`src/rtl/pmp_pkg.sv`:
```
// Constants, register map and carrier types of the PHY management poller.
package pmp_pkg;

   // Timing: the management clock must stay at or below its top rate.
   localparam int CLK_PERIOD_NS = 10;
   localparam int MDC_MIN_PERIOD_NS = 400;
   localparam int MDC_HALF_CYC = (MDC_MIN_PERIOD_NS / 2 + CLK_PERIOD_NS - 1) / CLK_PERIOD_NS;
   localparam logic [15:0] DIV_RST = 16'(MDC_HALF_CYC - 1);

   // Register byte offsets.
   localparam logic [7:0] OFS_CTRL = 8'h00;
   localparam logic [7:0] OFS_ALIVE = 8'h04;
   localparam logic [7:0] OFS_LINK = 8'h08;
   localparam logic [7:0] OFS_LCHG_RAW = 8'h0c;
   localparam logic [7:0] OFS_LCHG_MSK = 8'h10;
   localparam logic [7:0] OFS_DONE_RAW = 8'h14;
   localparam logic [7:0] OFS_DONE_MSK = 8'h18;
   localparam logic [7:0] OFS_MASK_SET = 8'h1c;
   localparam logic [7:0] OFS_MASK_CLR = 8'h20;
   localparam logic [7:0] OFS_SLOT0 = 8'h24;
   localparam logic [7:0] OFS_PSEL0 = 8'h28;
   localparam logic [7:0] OFS_SLOT1 = 8'h2c;
   localparam logic [7:0] OFS_PSEL1 = 8'h30;

   // Control register fields and reset values.
   localparam int CTRL_EN_BIT = 30;
   localparam int CTRL_PRE_BIT = 20;
   localparam logic CTRL_EN_RST = 1'b0;
   localparam logic CTRL_PRE_RST = 1'b1;

   // Frame layout, counted in bit positions of a 64-bit frame.
   localparam logic [31:0] PREAMBLE = 32'hffffffff;
   localparam logic [1:0] SOF = 2'b01;
   localparam logic [1:0] OP_RD = 2'b10;
   localparam logic [1:0] OP_WR = 2'b01;
   localparam logic [1:0] TA_WR = 2'b10;
   localparam logic [5:0] BIT_NOPRE = 6'd32;
   localparam logic [5:0] BIT_TA0 = 6'd46;
   localparam logic [5:0] BIT_TA1 = 6'd47;
   localparam logic [5:0] BIT_LAST = 6'd63;
   localparam logic [4:0] STATUS_REG = 5'h01;
   localparam int STATUS_LINK_BIT = 2;

   typedef enum logic [1:0] {ST_IDLE, ST_SHIFT, ST_FIN} pmp_state_t;

   // One user request slot as software sees it.
   typedef struct packed {
      logic go;
      logic wr;
      logic ack;
      logic [2:0] rsv;
      logic [4:0] reg_adr;
      logic [4:0] phy_adr;
      logic [15:0] data;
   } pmp_slot_t;

   // Monitored PHY select: irq enable sits at bit 5 when read.
   typedef struct packed {
      logic irq_en;
      logic [4:0] phy_adr;
   } pmp_psel_t;

   localparam pmp_slot_t SLOT_RST = '0;
   localparam pmp_psel_t PSEL_RST = '0;

endpackage

```
`src/rtl/pmp_top.sv`:
```
// PHY management poller: Wishbone registers, frame engine and PHY poll.
`timescale 1ns/1ps
`default_nettype none

module pmp_top (
   input wire logic clk_i,
   input wire logic rst_i,
   input wire logic ce_i,
   input wire logic wb_cyc_i,
   input wire logic wb_stb_i,
   input wire logic wb_we_i,
   input wire logic [7:0] wb_adr_i,
   input wire logic [3:0] wb_sel_i,
   input wire logic [31:0] wb_dat_i,
   output logic [31:0] wb_dat_o,
   output logic wb_ack_o,
   output logic mdc_o,
   output logic mdio_o,
   output logic mdio_oe_o,
   input wire logic mdio_i
);
   import pmp_pkg::*;

   ////////////////////////////////////////////////////////////////////////////
   // Byte-lane merge shared by the control, slot and select registers.
   function automatic logic [31:0] merge(input logic [31:0] old, input logic [31:0] nw,
                                         input logic [3:0] sel);
      logic [31:0] m;
      m = {{8{sel[3]}}, {8{sel[2]}}, {8{sel[1]}}, {8{sel[0]}}};
      return (old & ~m) | (nw & m);
   endfunction

   ////////////////////////////////////////////////////////////////////////////
   // Data line synchroniser; only the second stage is read by logic.
   logic mdi_s1_q;
   logic mdi_s2_q;

   always_ff @(posedge clk_i) begin
      if (rst_i) begin
         mdi_s1_q <= 1'b1;
         mdi_s2_q <= 1'b1;
      end else if (ce_i) begin
         mdi_s1_q <= mdio_i;
         mdi_s2_q <= mdi_s1_q;
      end
   end

   ////////////////////////////////////////////////////////////////////////////
   // State.
   logic en_q, en_d, pre_q, pre_d;
   logic [15:0] div_q, div_d, dcnt_q, dcnt_d;
   logic [31:0] alive_q, alive_d, link_q, link_d;
   logic [1:0] lchg_q, lchg_d, done_q, done_d, mask_q, mask_d;
   pmp_slot_t slot_q [2];
   pmp_slot_t slot_d [2];
   pmp_psel_t psel_q [2];
   pmp_psel_t psel_d [2];
   pmp_state_t st_q, st_d;
   logic mdc_q, mdc_d, mdo_q, mdo_d, oe_q, oe_d;
   logic [63:0] sh_q, sh_d;
   logic [5:0] bit_q, bit_d;
   logic rd_q, rd_d, usr_q, usr_d, who_q, who_d, rr_q, rr_d, ack_q, ack_d;
   logic [4:0] poll_q, poll_d, phy_q, phy_d;
   logic [15:0] rdat_q, rdat_d;
   logic wb_ack_q, wb_ack_d;
   logic [31:0] wb_dat_q, wb_dat_d;

   logic tick, wb_hit, pick, newlink, rd_next;
   logic [31:0] rval;
   logic [63:0] frame;
   pmp_slot_t cur;

   ////////////////////////////////////////////////////////////////////////////
   // Next-state logic.
   always_comb begin
      en_d = en_q;
      pre_d = pre_q;
      div_d = div_q;
      alive_d = alive_q;
      link_d = link_q;
      lchg_d = lchg_q;
      done_d = done_q;
      mask_d = mask_q;
      slot_d = slot_q;
      psel_d = psel_q;
      st_d = st_q;
      mdc_d = mdc_q;
      mdo_d = mdo_q;
      oe_d = oe_q;
      sh_d = sh_q;
      bit_d = bit_q;
      rd_d = rd_q;
      usr_d = usr_q;
      who_d = who_q;
      rr_d = rr_q;
      ack_d = ack_q;
      poll_d = poll_q;
      phy_d = phy_q;
      rdat_d = rdat_q;
      pick = 1'b0;
      newlink = 1'b0;
      rd_next = 1'b0;
      cur = SLOT_RST;
      frame = '0;

      // Wishbone slave: one wait state, then a one-cycle ack.
      wb_hit = wb_cyc_i && wb_stb_i && !wb_ack_q;
      wb_ack_d = wb_hit;
      case (wb_adr_i)
         OFS_CTRL: begin
            rval = 32'h0;
            rval[CTRL_EN_BIT] = en_q;
            rval[CTRL_PRE_BIT] = pre_q;
            rval[15:0] = div_q;
         end
         OFS_ALIVE: rval = alive_q;
         OFS_LINK: rval = link_q;
         OFS_LCHG_RAW: rval = {30'h0, lchg_q};
         OFS_LCHG_MSK: rval = {30'h0, lchg_q & {psel_q[1].irq_en, psel_q[0].irq_en}};
         OFS_DONE_RAW: rval = {30'h0, done_q};
         OFS_DONE_MSK: rval = {30'h0, done_q & mask_q};
         OFS_MASK_SET, OFS_MASK_CLR: rval = {30'h0, mask_q};
         OFS_SLOT0: rval = slot_q[0];
         OFS_SLOT1: rval = slot_q[1];
         OFS_PSEL0: rval = {26'h0, psel_q[0]};
         OFS_PSEL1: rval = {26'h0, psel_q[1]};
         default: rval = 32'h0;
      endcase
      wb_dat_d = wb_hit ? rval : wb_dat_q;

      if (wb_hit && wb_we_i) begin
         case (wb_adr_i)
            OFS_CTRL: begin
               rval = merge({1'b0, en_q, 9'h0, pre_q, 4'h0, div_q}, wb_dat_i, wb_sel_i);
               en_d = rval[CTRL_EN_BIT];
               pre_d = rval[CTRL_PRE_BIT];
               div_d = rval[15:0];
            end
            OFS_LCHG_RAW: lchg_d = lchg_q & ~(wb_dat_i[1:0] & {2{wb_sel_i[0]}});
            OFS_DONE_RAW: done_d = done_q & ~(wb_dat_i[1:0] & {2{wb_sel_i[0]}});
            OFS_MASK_SET: mask_d = mask_q | (wb_dat_i[1:0] & {2{wb_sel_i[0]}});
            OFS_MASK_CLR: mask_d = mask_q & ~(wb_dat_i[1:0] & {2{wb_sel_i[0]}});
            OFS_SLOT0: slot_d[0] = merge(slot_q[0], wb_dat_i, wb_sel_i);
            OFS_SLOT1: slot_d[1] = merge(slot_q[1], wb_dat_i, wb_sel_i);
            OFS_PSEL0: psel_d[0] = 6'(merge({26'h0, psel_q[0]}, wb_dat_i, wb_sel_i));
            OFS_PSEL1: psel_d[1] = 6'(merge({26'h0, psel_q[1]}, wb_dat_i, wb_sel_i));
            default: ;
         endcase
         slot_d[0].ack = slot_q[0].ack;
         slot_d[1].ack = slot_q[1].ack;
         slot_d[0].rsv = 3'h0;
         slot_d[1].rsv = 3'h0;
      end

      // Clock divider: one half period of the management clock per wrap.
      tick = (dcnt_q >= div_q);
      dcnt_d = (tick || !en_q) ? 16'h0 : dcnt_q + 16'h1;

      case (st_q)
         ST_IDLE: begin
            mdc_d = 1'b0;
            oe_d = 1'b0;
            if (en_q && tick) begin
               // Round robin: with both pending, serve the slot not served last.
               if (slot_q[0].go && slot_q[1].go) begin
                  pick = ~rr_q;
               end else begin
                  pick = slot_q[1].go;
               end
               if (slot_q[0].go || slot_q[1].go) begin
                  cur = slot_q[pick];
                  usr_d = 1'b1;
                  rr_d = pick;
               end else begin
                  cur.phy_adr = poll_q;
                  cur.reg_adr = STATUS_REG;
                  usr_d = 1'b0;
               end
               who_d = pick;
               rd_d = !cur.wr;
               phy_d = cur.phy_adr;
               frame = {PREAMBLE, SOF, cur.wr ? OP_WR : OP_RD, cur.phy_adr, cur.reg_adr,
                        TA_WR, cur.data};
               sh_d = pre_q ? frame : {frame[31:0], 32'h0};
               bit_d = pre_q ? 6'd0 : BIT_NOPRE;
               mdo_d = sh_d[63];
               oe_d = 1'b1;
               ack_d = 1'b0;
               rdat_d = 16'h0;
               st_d = ST_SHIFT;
            end
         end
         ST_SHIFT: begin
            if (!en_q) begin
               st_d = ST_IDLE;
               mdc_d = 1'b0;
               oe_d = 1'b0;
            end else if (tick && !mdc_q) begin
               mdc_d = 1'b1;
               if (rd_q && bit_q == BIT_TA1) begin
                  ack_d = !mdi_s2_q;
               end
               if (rd_q && bit_q > BIT_TA1) begin
                  rdat_d = {rdat_q[14:0], mdi_s2_q};
               end
            end else if (tick && bit_q == BIT_LAST) begin
               mdc_d = 1'b0;
               st_d = ST_FIN;
            end else if (tick) begin
               mdc_d = 1'b0;
               bit_d = bit_q + 6'd1;
               sh_d = {sh_q[62:0], 1'b0};
               mdo_d = sh_q[62];
               rd_next = rd_q && (bit_d >= BIT_TA0);
               oe_d = !rd_next;
            end
         end
         ST_FIN: begin
            // A write gives no answer, so only reads touch presence and link.
            st_d = ST_IDLE;
            mdc_d = 1'b0;
            oe_d = 1'b0;
            if (rd_q) begin
               alive_d[phy_q] = ack_q;
            end
            if (usr_q) begin
               slot_d[who_q].go = 1'b0;
               done_d[who_q] = 1'b1;
               if (rd_q) begin
                  slot_d[who_q].ack = ack_q;
                  slot_d[who_q].data = rdat_q;
               end
            end else begin
               newlink = ack_q && rdat_q[STATUS_LINK_BIT];
               link_d[phy_q] = newlink;
               for (int n = 0; n < 2; n++) begin
                  if (psel_q[n].phy_adr == phy_q && newlink != link_q[phy_q] &&
                      psel_q[n].irq_en) begin
                     lchg_d[n] = 1'b1;
                  end
               end
               poll_d = poll_q + 5'd1;
            end
         end
         default: st_d = ST_IDLE;
      endcase
   end

   ////////////////////////////////////////////////////////////////////////////
   // Registers.
   always_ff @(posedge clk_i) begin
      if (rst_i) begin
         en_q <= CTRL_EN_RST;
         pre_q <= CTRL_PRE_RST;
         div_q <= DIV_RST;
         dcnt_q <= 16'h0;
         alive_q <= 32'h0;
         link_q <= 32'h0;
         lchg_q <= 2'h0;
         done_q <= 2'h0;
         mask_q <= 2'h0;
         slot_q[0] <= SLOT_RST;
         slot_q[1] <= SLOT_RST;
         psel_q[0] <= PSEL_RST;
         psel_q[1] <= PSEL_RST;
         st_q <= ST_IDLE;
         mdc_q <= 1'b0;
         mdo_q <= 1'b0;
         oe_q <= 1'b0;
         sh_q <= 64'h0;
         bit_q <= 6'h0;
         rd_q <= 1'b0;
         usr_q <= 1'b0;
         who_q <= 1'b0;
         rr_q <= 1'b1;
         ack_q <= 1'b0;
         poll_q <= 5'h0;
         phy_q <= 5'h0;
         rdat_q <= 16'h0;
         wb_ack_q <= 1'b0;
         wb_dat_q <= 32'h0;
      end else if (ce_i) begin
         en_q <= en_d;
         pre_q <= pre_d;
         div_q <= div_d;
         dcnt_q <= dcnt_d;
         alive_q <= alive_d;
         link_q <= link_d;
         lchg_q <= lchg_d;
         done_q <= done_d;
         mask_q <= mask_d;
         slot_q <= slot_d;
         psel_q <= psel_d;
         st_q <= st_d;
         mdc_q <= mdc_d;
         mdo_q <= mdo_d;
         oe_q <= oe_d;
         sh_q <= sh_d;
         bit_q <= bit_d;
         rd_q <= rd_d;
         usr_q <= usr_d;
         who_q <= who_d;
         rr_q <= rr_d;
         ack_q <= ack_d;
         poll_q <= poll_d;
         phy_q <= phy_d;
         rdat_q <= rdat_d;
         wb_ack_q <= wb_ack_d;
         wb_dat_q <= wb_dat_d;
      end
   end

   assign wb_ack_o = wb_ack_q;
   assign wb_dat_o = wb_dat_q;
   assign mdc_o = mdc_q;
   assign mdio_o = mdo_q;
   assign mdio_oe_o = oe_q;

endmodule

`default_nettype wire

```
`config.mk`:
```
export PLATFORM = sky130hd
export DESIGN_NAME = pmp_top
export DESIGN_NICKNAME = d
export VERILOG_FILES = /design/src/rtl/pmp_pkg.sv /design/src/rtl/pmp_top.sv
export SDC_FILE = /design/constraint.sdc
export NUM_CORES = 1
export LEC_CHECK = 0
export BUFFER_PORTS_ARGS = -buffer_cell sky130_fd_sc_hd__buf_4
export CAP_MARGIN = 25
export CORE_AREA = 2 2 176 178
export DETAILED_ROUTE_END_ITERATION = 8
export DIE_AREA = 0 0 178 180
export PLACE_DENSITY = 0.68
export SLEW_MARGIN = 20
export SYNTH_ARGS = -nofsm -noshare
export SYNTH_HDL_FRONTEND = slang
export SYNTH_SLANG_ARGS = --single-unit
```
`constraint.sdc`:
```
create_clock -name clk_i -period 3 [get_ports clk_i]
set_clock_uncertainty 0.1 [all_clocks]
set_input_delay 0 -clock clk_i [delete_from_list [all_inputs] [get_ports clk_i]]
set_output_delay 0 -clock clk_i [all_outputs]
set_load 0.05 [all_outputs]
```
==> results_dict.tcl, run 1 <==
set metrics [dict create \
    status "completed" \
    row_count 64 \
    synth_top_area_share_pct 41.7 \
    min_path_type "input pin to flop" \
    holdWs_ps 45.6 \
    grt-ovfl-total 0 \
    grt_pass1_wl_mm 73.9 \
    arrival_ps 3270 \
    ys_top_cells_by_count "314 x dfxtp_1, 219 x a21oi_1, 215 x nor2_1, 114 x nand2_1, 97 x clkbuf_1" \
    syn_nets 1842 \
    synth_area_leaders "dfxtp_1 42%, a21oi_1 7.3%, mux2i_1 5.6%" \
    design_area_sq_um 18000 \
    die_h_um 180 \
    dpl_cell_area_sq_um 16300 \
    path_cells "and3b_2, and2_1, and4_2, nand3_1, dlygate4sd3_1, a21oi_1, dlygate4sd3_1" \
    htreeDepth 2 \
    path_common_cell "dlygate4sd3_1" \
    root_buffer "clkbuf_16" \
    drtIter0Drc 1545 \
    worstMarginPinSlew_ps 1030 \
    fmax_ghz 0.341 \
    coreArea_sq_um 30200 \
    hold_violations 0 \
    finish.net_count 1960 \
    synthToLayoutAreaGrowth_pct 19.5 \
    layout-drive-gt1-share_pct 14.8 \
    io_buffer_count 82 \
    io_pins 87 \
    critPathCaptureType "flop" \
    syn_avg_cell_area_sq_um 8.54 \
    clockBufferDepth 3 \
    leakage_uw 0.00620 \
    dr.pass1.iters 6 \
    setup_ws_ps 70.3 \
    place.gp.congestion 0.931 \
    holdCritStartpoint "wb_adr_i[2]" \
    viasPerCell 6.13 \
    grt_use_total_pct 29.0 \
    num_vias 14100 \
    grt_max_degree 90 \
    power.density_nw_per_um2 486 \
    startpoint_type "flop" \
    cts-buffers-inserted 36 \
    n_antenna_cell 0 \
    synth-edff-count 0 \
    start_util_pct 50.0 \
    period_needed_ps 2930 \
    worstPathRequired_ps 3340 \
    antenna_found_initial 0 \
    startpoint "wb_ack_o" \
    routedWlPerCell_um 20.6 \
    synth.most_common_cell "dfxtp_1" \
    cts.clk_slew.worst_paths_ps 60 \
    yosysWarnings 0 \
    synth_cell_types 70 \
    cpPeakStageDelay_ps 590 \
    clock-sinks 314 \
    finalSetupTns_ps 0 \
    cts_tree "built" \
    ys_ff_latch 314 \
    crit_type "flop to flop" \
    synthesis.area_sq_um 15100 \
    grt_pass1_vias 13300 \
    die_x_um 178 \
    wl_mm 47.3 \
    slew_headroom_pct 31.2 \
    clk_latency_ps 510 \
    drc 0 \
    ys_seq_area_share_pct 41.7 \
    worstPathMaxFanout 11 \
    crit_slowest_cell "dlygate4sd3_1" \
    maxCapViolations 0 \
    antenna_left 0 \
    dpl.hpwl_mm 33.4 \
    dieArea_sq_um 32000 \
    reg2reg_from "wb_ack_o" \
    synth_ff_type "dfxtp_1" \
    async_flop_share_pct 0 \
    netlist_instances 1767 \
    finalMaxSlewViolations 0 \
    place_ws_ps 189 \
    rsz0062_at_grt "false" \
    irDropWorstVdd_uv 427 \
    period_share_pct 97.7 \
    setup_viol_count_final 0 \
    yosysTopAreaCell "dfxtp_1" \
]
-- through the flow --
| step | utilization, % | cells | total power [uW] |
|---|---|---|---|
| 4_1_cts | 59.6 | 2298 | 8800 |
| 3_3_place_gp | 53.9 | 2179 | 4640 |
| 6_report | 59.7 | 2299 | 8760 |
| 5_1_grt | 59.7 | 2299 | 9000 |
| 3_5_place_dp | 53.9 | 2179 | 4640 |
| 2_1_floorplan | - | 1767 | 4480 |
-- cells in the final DEF, fill, tap and decap left out, drive strengths merged, types with 15 or more instances in the layout --
cell type    instances
ha                  24
xor2                23
inv                 72
nand3               79
clkbuf              49
o22ai               32
a221oi              34
nand2b              25
nor3                23
a211oi             113
o21ai               36
nand4               15
a21oi              221
a32oi               24
buf                157
dfxtp              314
mux2i               84
a22oi               23
nand2              114
dlygate4sd3         63
nor2               216
-- metal layers --
| layer | part of all wire [%] | vias to the layer above | track usage [%] |
|---|---|---|---|
| met5 | 0 | - | 0 |
| met4 | 3.4 | 0 | 9.74 |
| met3 | 7.7 | 95 | 4.48 |
| met2 | 46 | 569 | 46.7 |
| met1 | 43 | 6755 | 39.7 |
| li1 | - | 6679 | - |
-- logic make-up after synthesis --
logic type                 count (synthesis)  synth area share (%)
DFF                                      314                  41.7
and+or+nand+nor                          538                  16.7
AOI/OAI and AO/OA                        556                  25.3
muxes                                     92                  6.77
xor gates and xnor gates                  31                  1.80
buffers and inverters                    212                  5.80
adders and majority gates                 24                  1.99
-- final cells by class --
class | instances | area, sq um
clock buffer | 48 | 1050
clock inverter | 8 | 48.8
fill | 2624 | 12200
inverter | 71 | 267
multi-input combinational | 1241 | 7980
sequential | 314 | 6290
tap | 396 | 495
timing repair buffer | 221 | 1910
-- worst paths after layout --
path                            cells past startpoint       end  slack (ps)
worst max register to register                      7      flop          70
worst max-delay path                                7      flop          70
worst min-delay path                                4      flop          50
worst min register to register                      2  sh_q[16]         370
-- what timing repair did --
item / 4_1_cts / 5_1_grt
endpoints found under the setup margin: 0 / 22
gates resized for setup: 0 / 5
buffers inserted: 0 / 1
hold endpoints to repair: 154 / 0
hold buffers: 63 / 0
-- worst max-delay path, delay by kind of cell (launching register included) --
family | cells | cell delay (ps)
AO/OA/AOI/OAI | 1 | 180
AND/OR/NAND/NOR | 4 | 1090
buffers and inverters | 2 | 1160
flip-flops | 1 | 340
-- where the power goes --
part	switching (uW)	total, uW	internal (uW)
Combinational	263	404	141
Sequential	12.3	4200	4190
Clock	1720	4160	2430
Power figures use the tool's default switching activity.
==> inputs of run 2 (changes only) <==
--- a/config.mk
+++ b/config.mk
@@ -5,12 +5,13 @@
 export SDC_FILE = /design/constraint.sdc
 export NUM_CORES = 1
 export LEC_CHECK = 0
-export BUFFER_PORTS_ARGS = -buffer_cell sky130_fd_sc_hd__buf_4
 export CAP_MARGIN = 25
 export CORE_AREA = 2 2 176 178
+export CTS_CLUSTER_SIZE = 40
 export DETAILED_ROUTE_END_ITERATION = 8
 export DIE_AREA = 0 0 178 180
-export PLACE_DENSITY = 0.68
+export DONT_BUFFER_PORTS = 1
+export PLACE_DENSITY = 0.65
 export SLEW_MARGIN = 20
 export SYNTH_ARGS = -nofsm -noshare
 export SYNTH_HDL_FRONTEND = slang
==> results_dict.tcl, run 2 (synthesized netlist as in run 1, its figures left out) <==
set metrics [dict create \
    status "completed" \
    crit_type "flop to flop" \
    grt-ovfl-total 0 \
    leakage_uw 0.00665 \
    final_cell_mix "313 x dfxtp_1, 218 x a21oi_1, 213 x nor2_1, 168 x dlygate4sd3_1, 114 x nand2_1" \
    clk_latency_ps 530 \
    die_x_um 178 \
    crit_family "simple AND/OR/NAND/NOR gates" \
    clockBufferDepth 3 \
    wl_mm 49.8 \
    row_count 64 \
    cpPeakStageDelay_ps 640 \
    path_cells "and3b_1, and3_1, nand2_1, nor3_2, mux2i_1, dlygate4sd3_1, nor2_1" \
    dieArea_sq_um 32000 \
    placed_cells 2091 \
    setup_viol_count_final 0 \
    clock-sinks 314 \
    comb_power_share_pct 2.3 \
    seq_power_share_pct 48.5 \
    startpoint_type "flop" \
    drtIter0Drc 1566 \
    grt_use_total_pct 30.5 \
    final_common_cell "dfxtp_1" \
    layout-drive-gt1-share_pct 10.5 \
    critPathBufInv 1 \
    cts_tree "built" \
    hold_depth 6 \
    power.density_nw_per_um2 472 \
    dr.pass1.iters 9 \
    fin_total_pwr_uw 8760 \
    htreeDepth 2 \
    period_share_pct 97.7 \
    place.gp.congestion 0.885 \
    period_needed_ps 2930 \
    post-route-util_pct 61.4 \
    num_vias 14500 \
    critPathCaptureType "flop" \
    routedWlPerCell_um 21.4 \
    stdcell_count 2325 \
    switching_share_pct 22.6 \
    p_clk_share_pct 49.1 \
    grt_pass1_wl_mm 77.7 \
    cp.depth 7 \
    dpl.hpwl_mm 32.4 \
    holdWs_ps 13.7 \
    maxCapViolations 0 \
    worstPathRequired_ps 3280 \
    cts-buffers-inserted 36 \
    arrival_ps 3210 \
    finalMaxSlewViolations 0 \
    slew_headroom_pct 40.6 \
    io_pins 87 \
    finalSetupTns_ps 0 \
    io_buffer_count 0 \
    n_antenna_cell 0 \
    r2r_cells 7 \
    grt_max_degree 140 \
    cellInternalPower_uw 6780 \
    worstMarginPinSlew_ps 890 \
    hold_violations 0 \
    coreArea_sq_um 30200 \
    finish.net_count 1982 \
    synthToLayoutAreaGrowth_pct 22.9 \
    cts.clk_slew.worst_paths_ps 60 \
    antenna_left 0 \
    grt_pass1_vias 13900 \
    drc 0 \
    antenna_found_initial 0 \
    die_h_um 180 \
    worstPathMaxFanout 6 \
    viasPerCell 6.23 \
    min_path_type "input pin to flop" \
    rsz0062_at_grt "true" \
    p_sw_uw 1980 \
    start_util_pct 50.0 \
    root_buffer "clkbuf_16" \
    irDropWorstVdd_uv 411 \
    fmax_ghz 0.341 \
    crit_slowest_cell "nor3_2" \
]
-- run 2: cell types whose count changed in the layout (fill, tap and decap cells not counted), sizes merged --
cell         change
dlygate4sd3    +105
buf             -83
clkinv           -1
inv              -1
clkbuf           +6
-- run 2: per-stage QoR --
stage	setup WS (ps)	instance area, sq um
after floorplan	592	15100
after global placement	186	15600
after detailed placement	147	15600
after CTS	54.9	18500
after global routing	-19.1	18500
final	68.6	18500
-- run 2: final timing paths --
path / start / end / slack, ps
setup / recovery: wb_ack_o / flop / 70
hold / removal: wb_adr_i[2] / wb_dat_o[4] / 10
setup reg to reg: wb_ack_o / flop / 70
hold reg to reg: sh_q[16] / sh_q[16] / 370
-- run 2: worst reg2reg max path: cells and delay by family, from the launching register on --
| kind | cells | cell delay (ps) |
|---|---|---|
| buffers and inverters | 1 | 570 |
| flip-flops | 1 | 310 |
| multiplexers | 1 | 260 |
| AND/OR/NAND/NOR | 5 | 1540 |
-- run 2: area by class of cell --
cell class / count / area (sq um)
clock inverter: 6 / 43.8
fill: 2605 / 11600
sequential: 314 / 6290
inverter: 71 / 267
timing repair buffer: 243 / 2350
multi-input combinational: 1241 / 8000
clock buffer: 54 / 1100
tap: 396 / 495
-- run 2: layer usage --
layer / vias to the layer above / GRT usage, % / routed length (um)
li1: 6738 / - / -
met1: 6939 / 40.2 / 20300
met4: 0 / 12.0 / 2150
met3: 154 / 5.54 / 4200
met5: - / 0 / 0
met2: 645 / 49.3 / 23200
-- run 2: power by group through the flow --
stage | Combinational, uW | Sequential, uW | Clock, uW
finish | 205 | 4250 | 4300
global route | 217 | 4250 | 4500
CTS | 200 | 4250 | 4350
detailed placement | 104 | 4340 | 0
global placement | 103 | 4340 | 0
floorplan | 145 | 4340 | 0
-- run 2: repair_timing --
action,in CTS,in global routing
hold buffers,170,0
gates resized for setup,0,8
buffers inserted,0,3
hold endpoints to repair,314,0
endpoints found under the setup margin,0,67
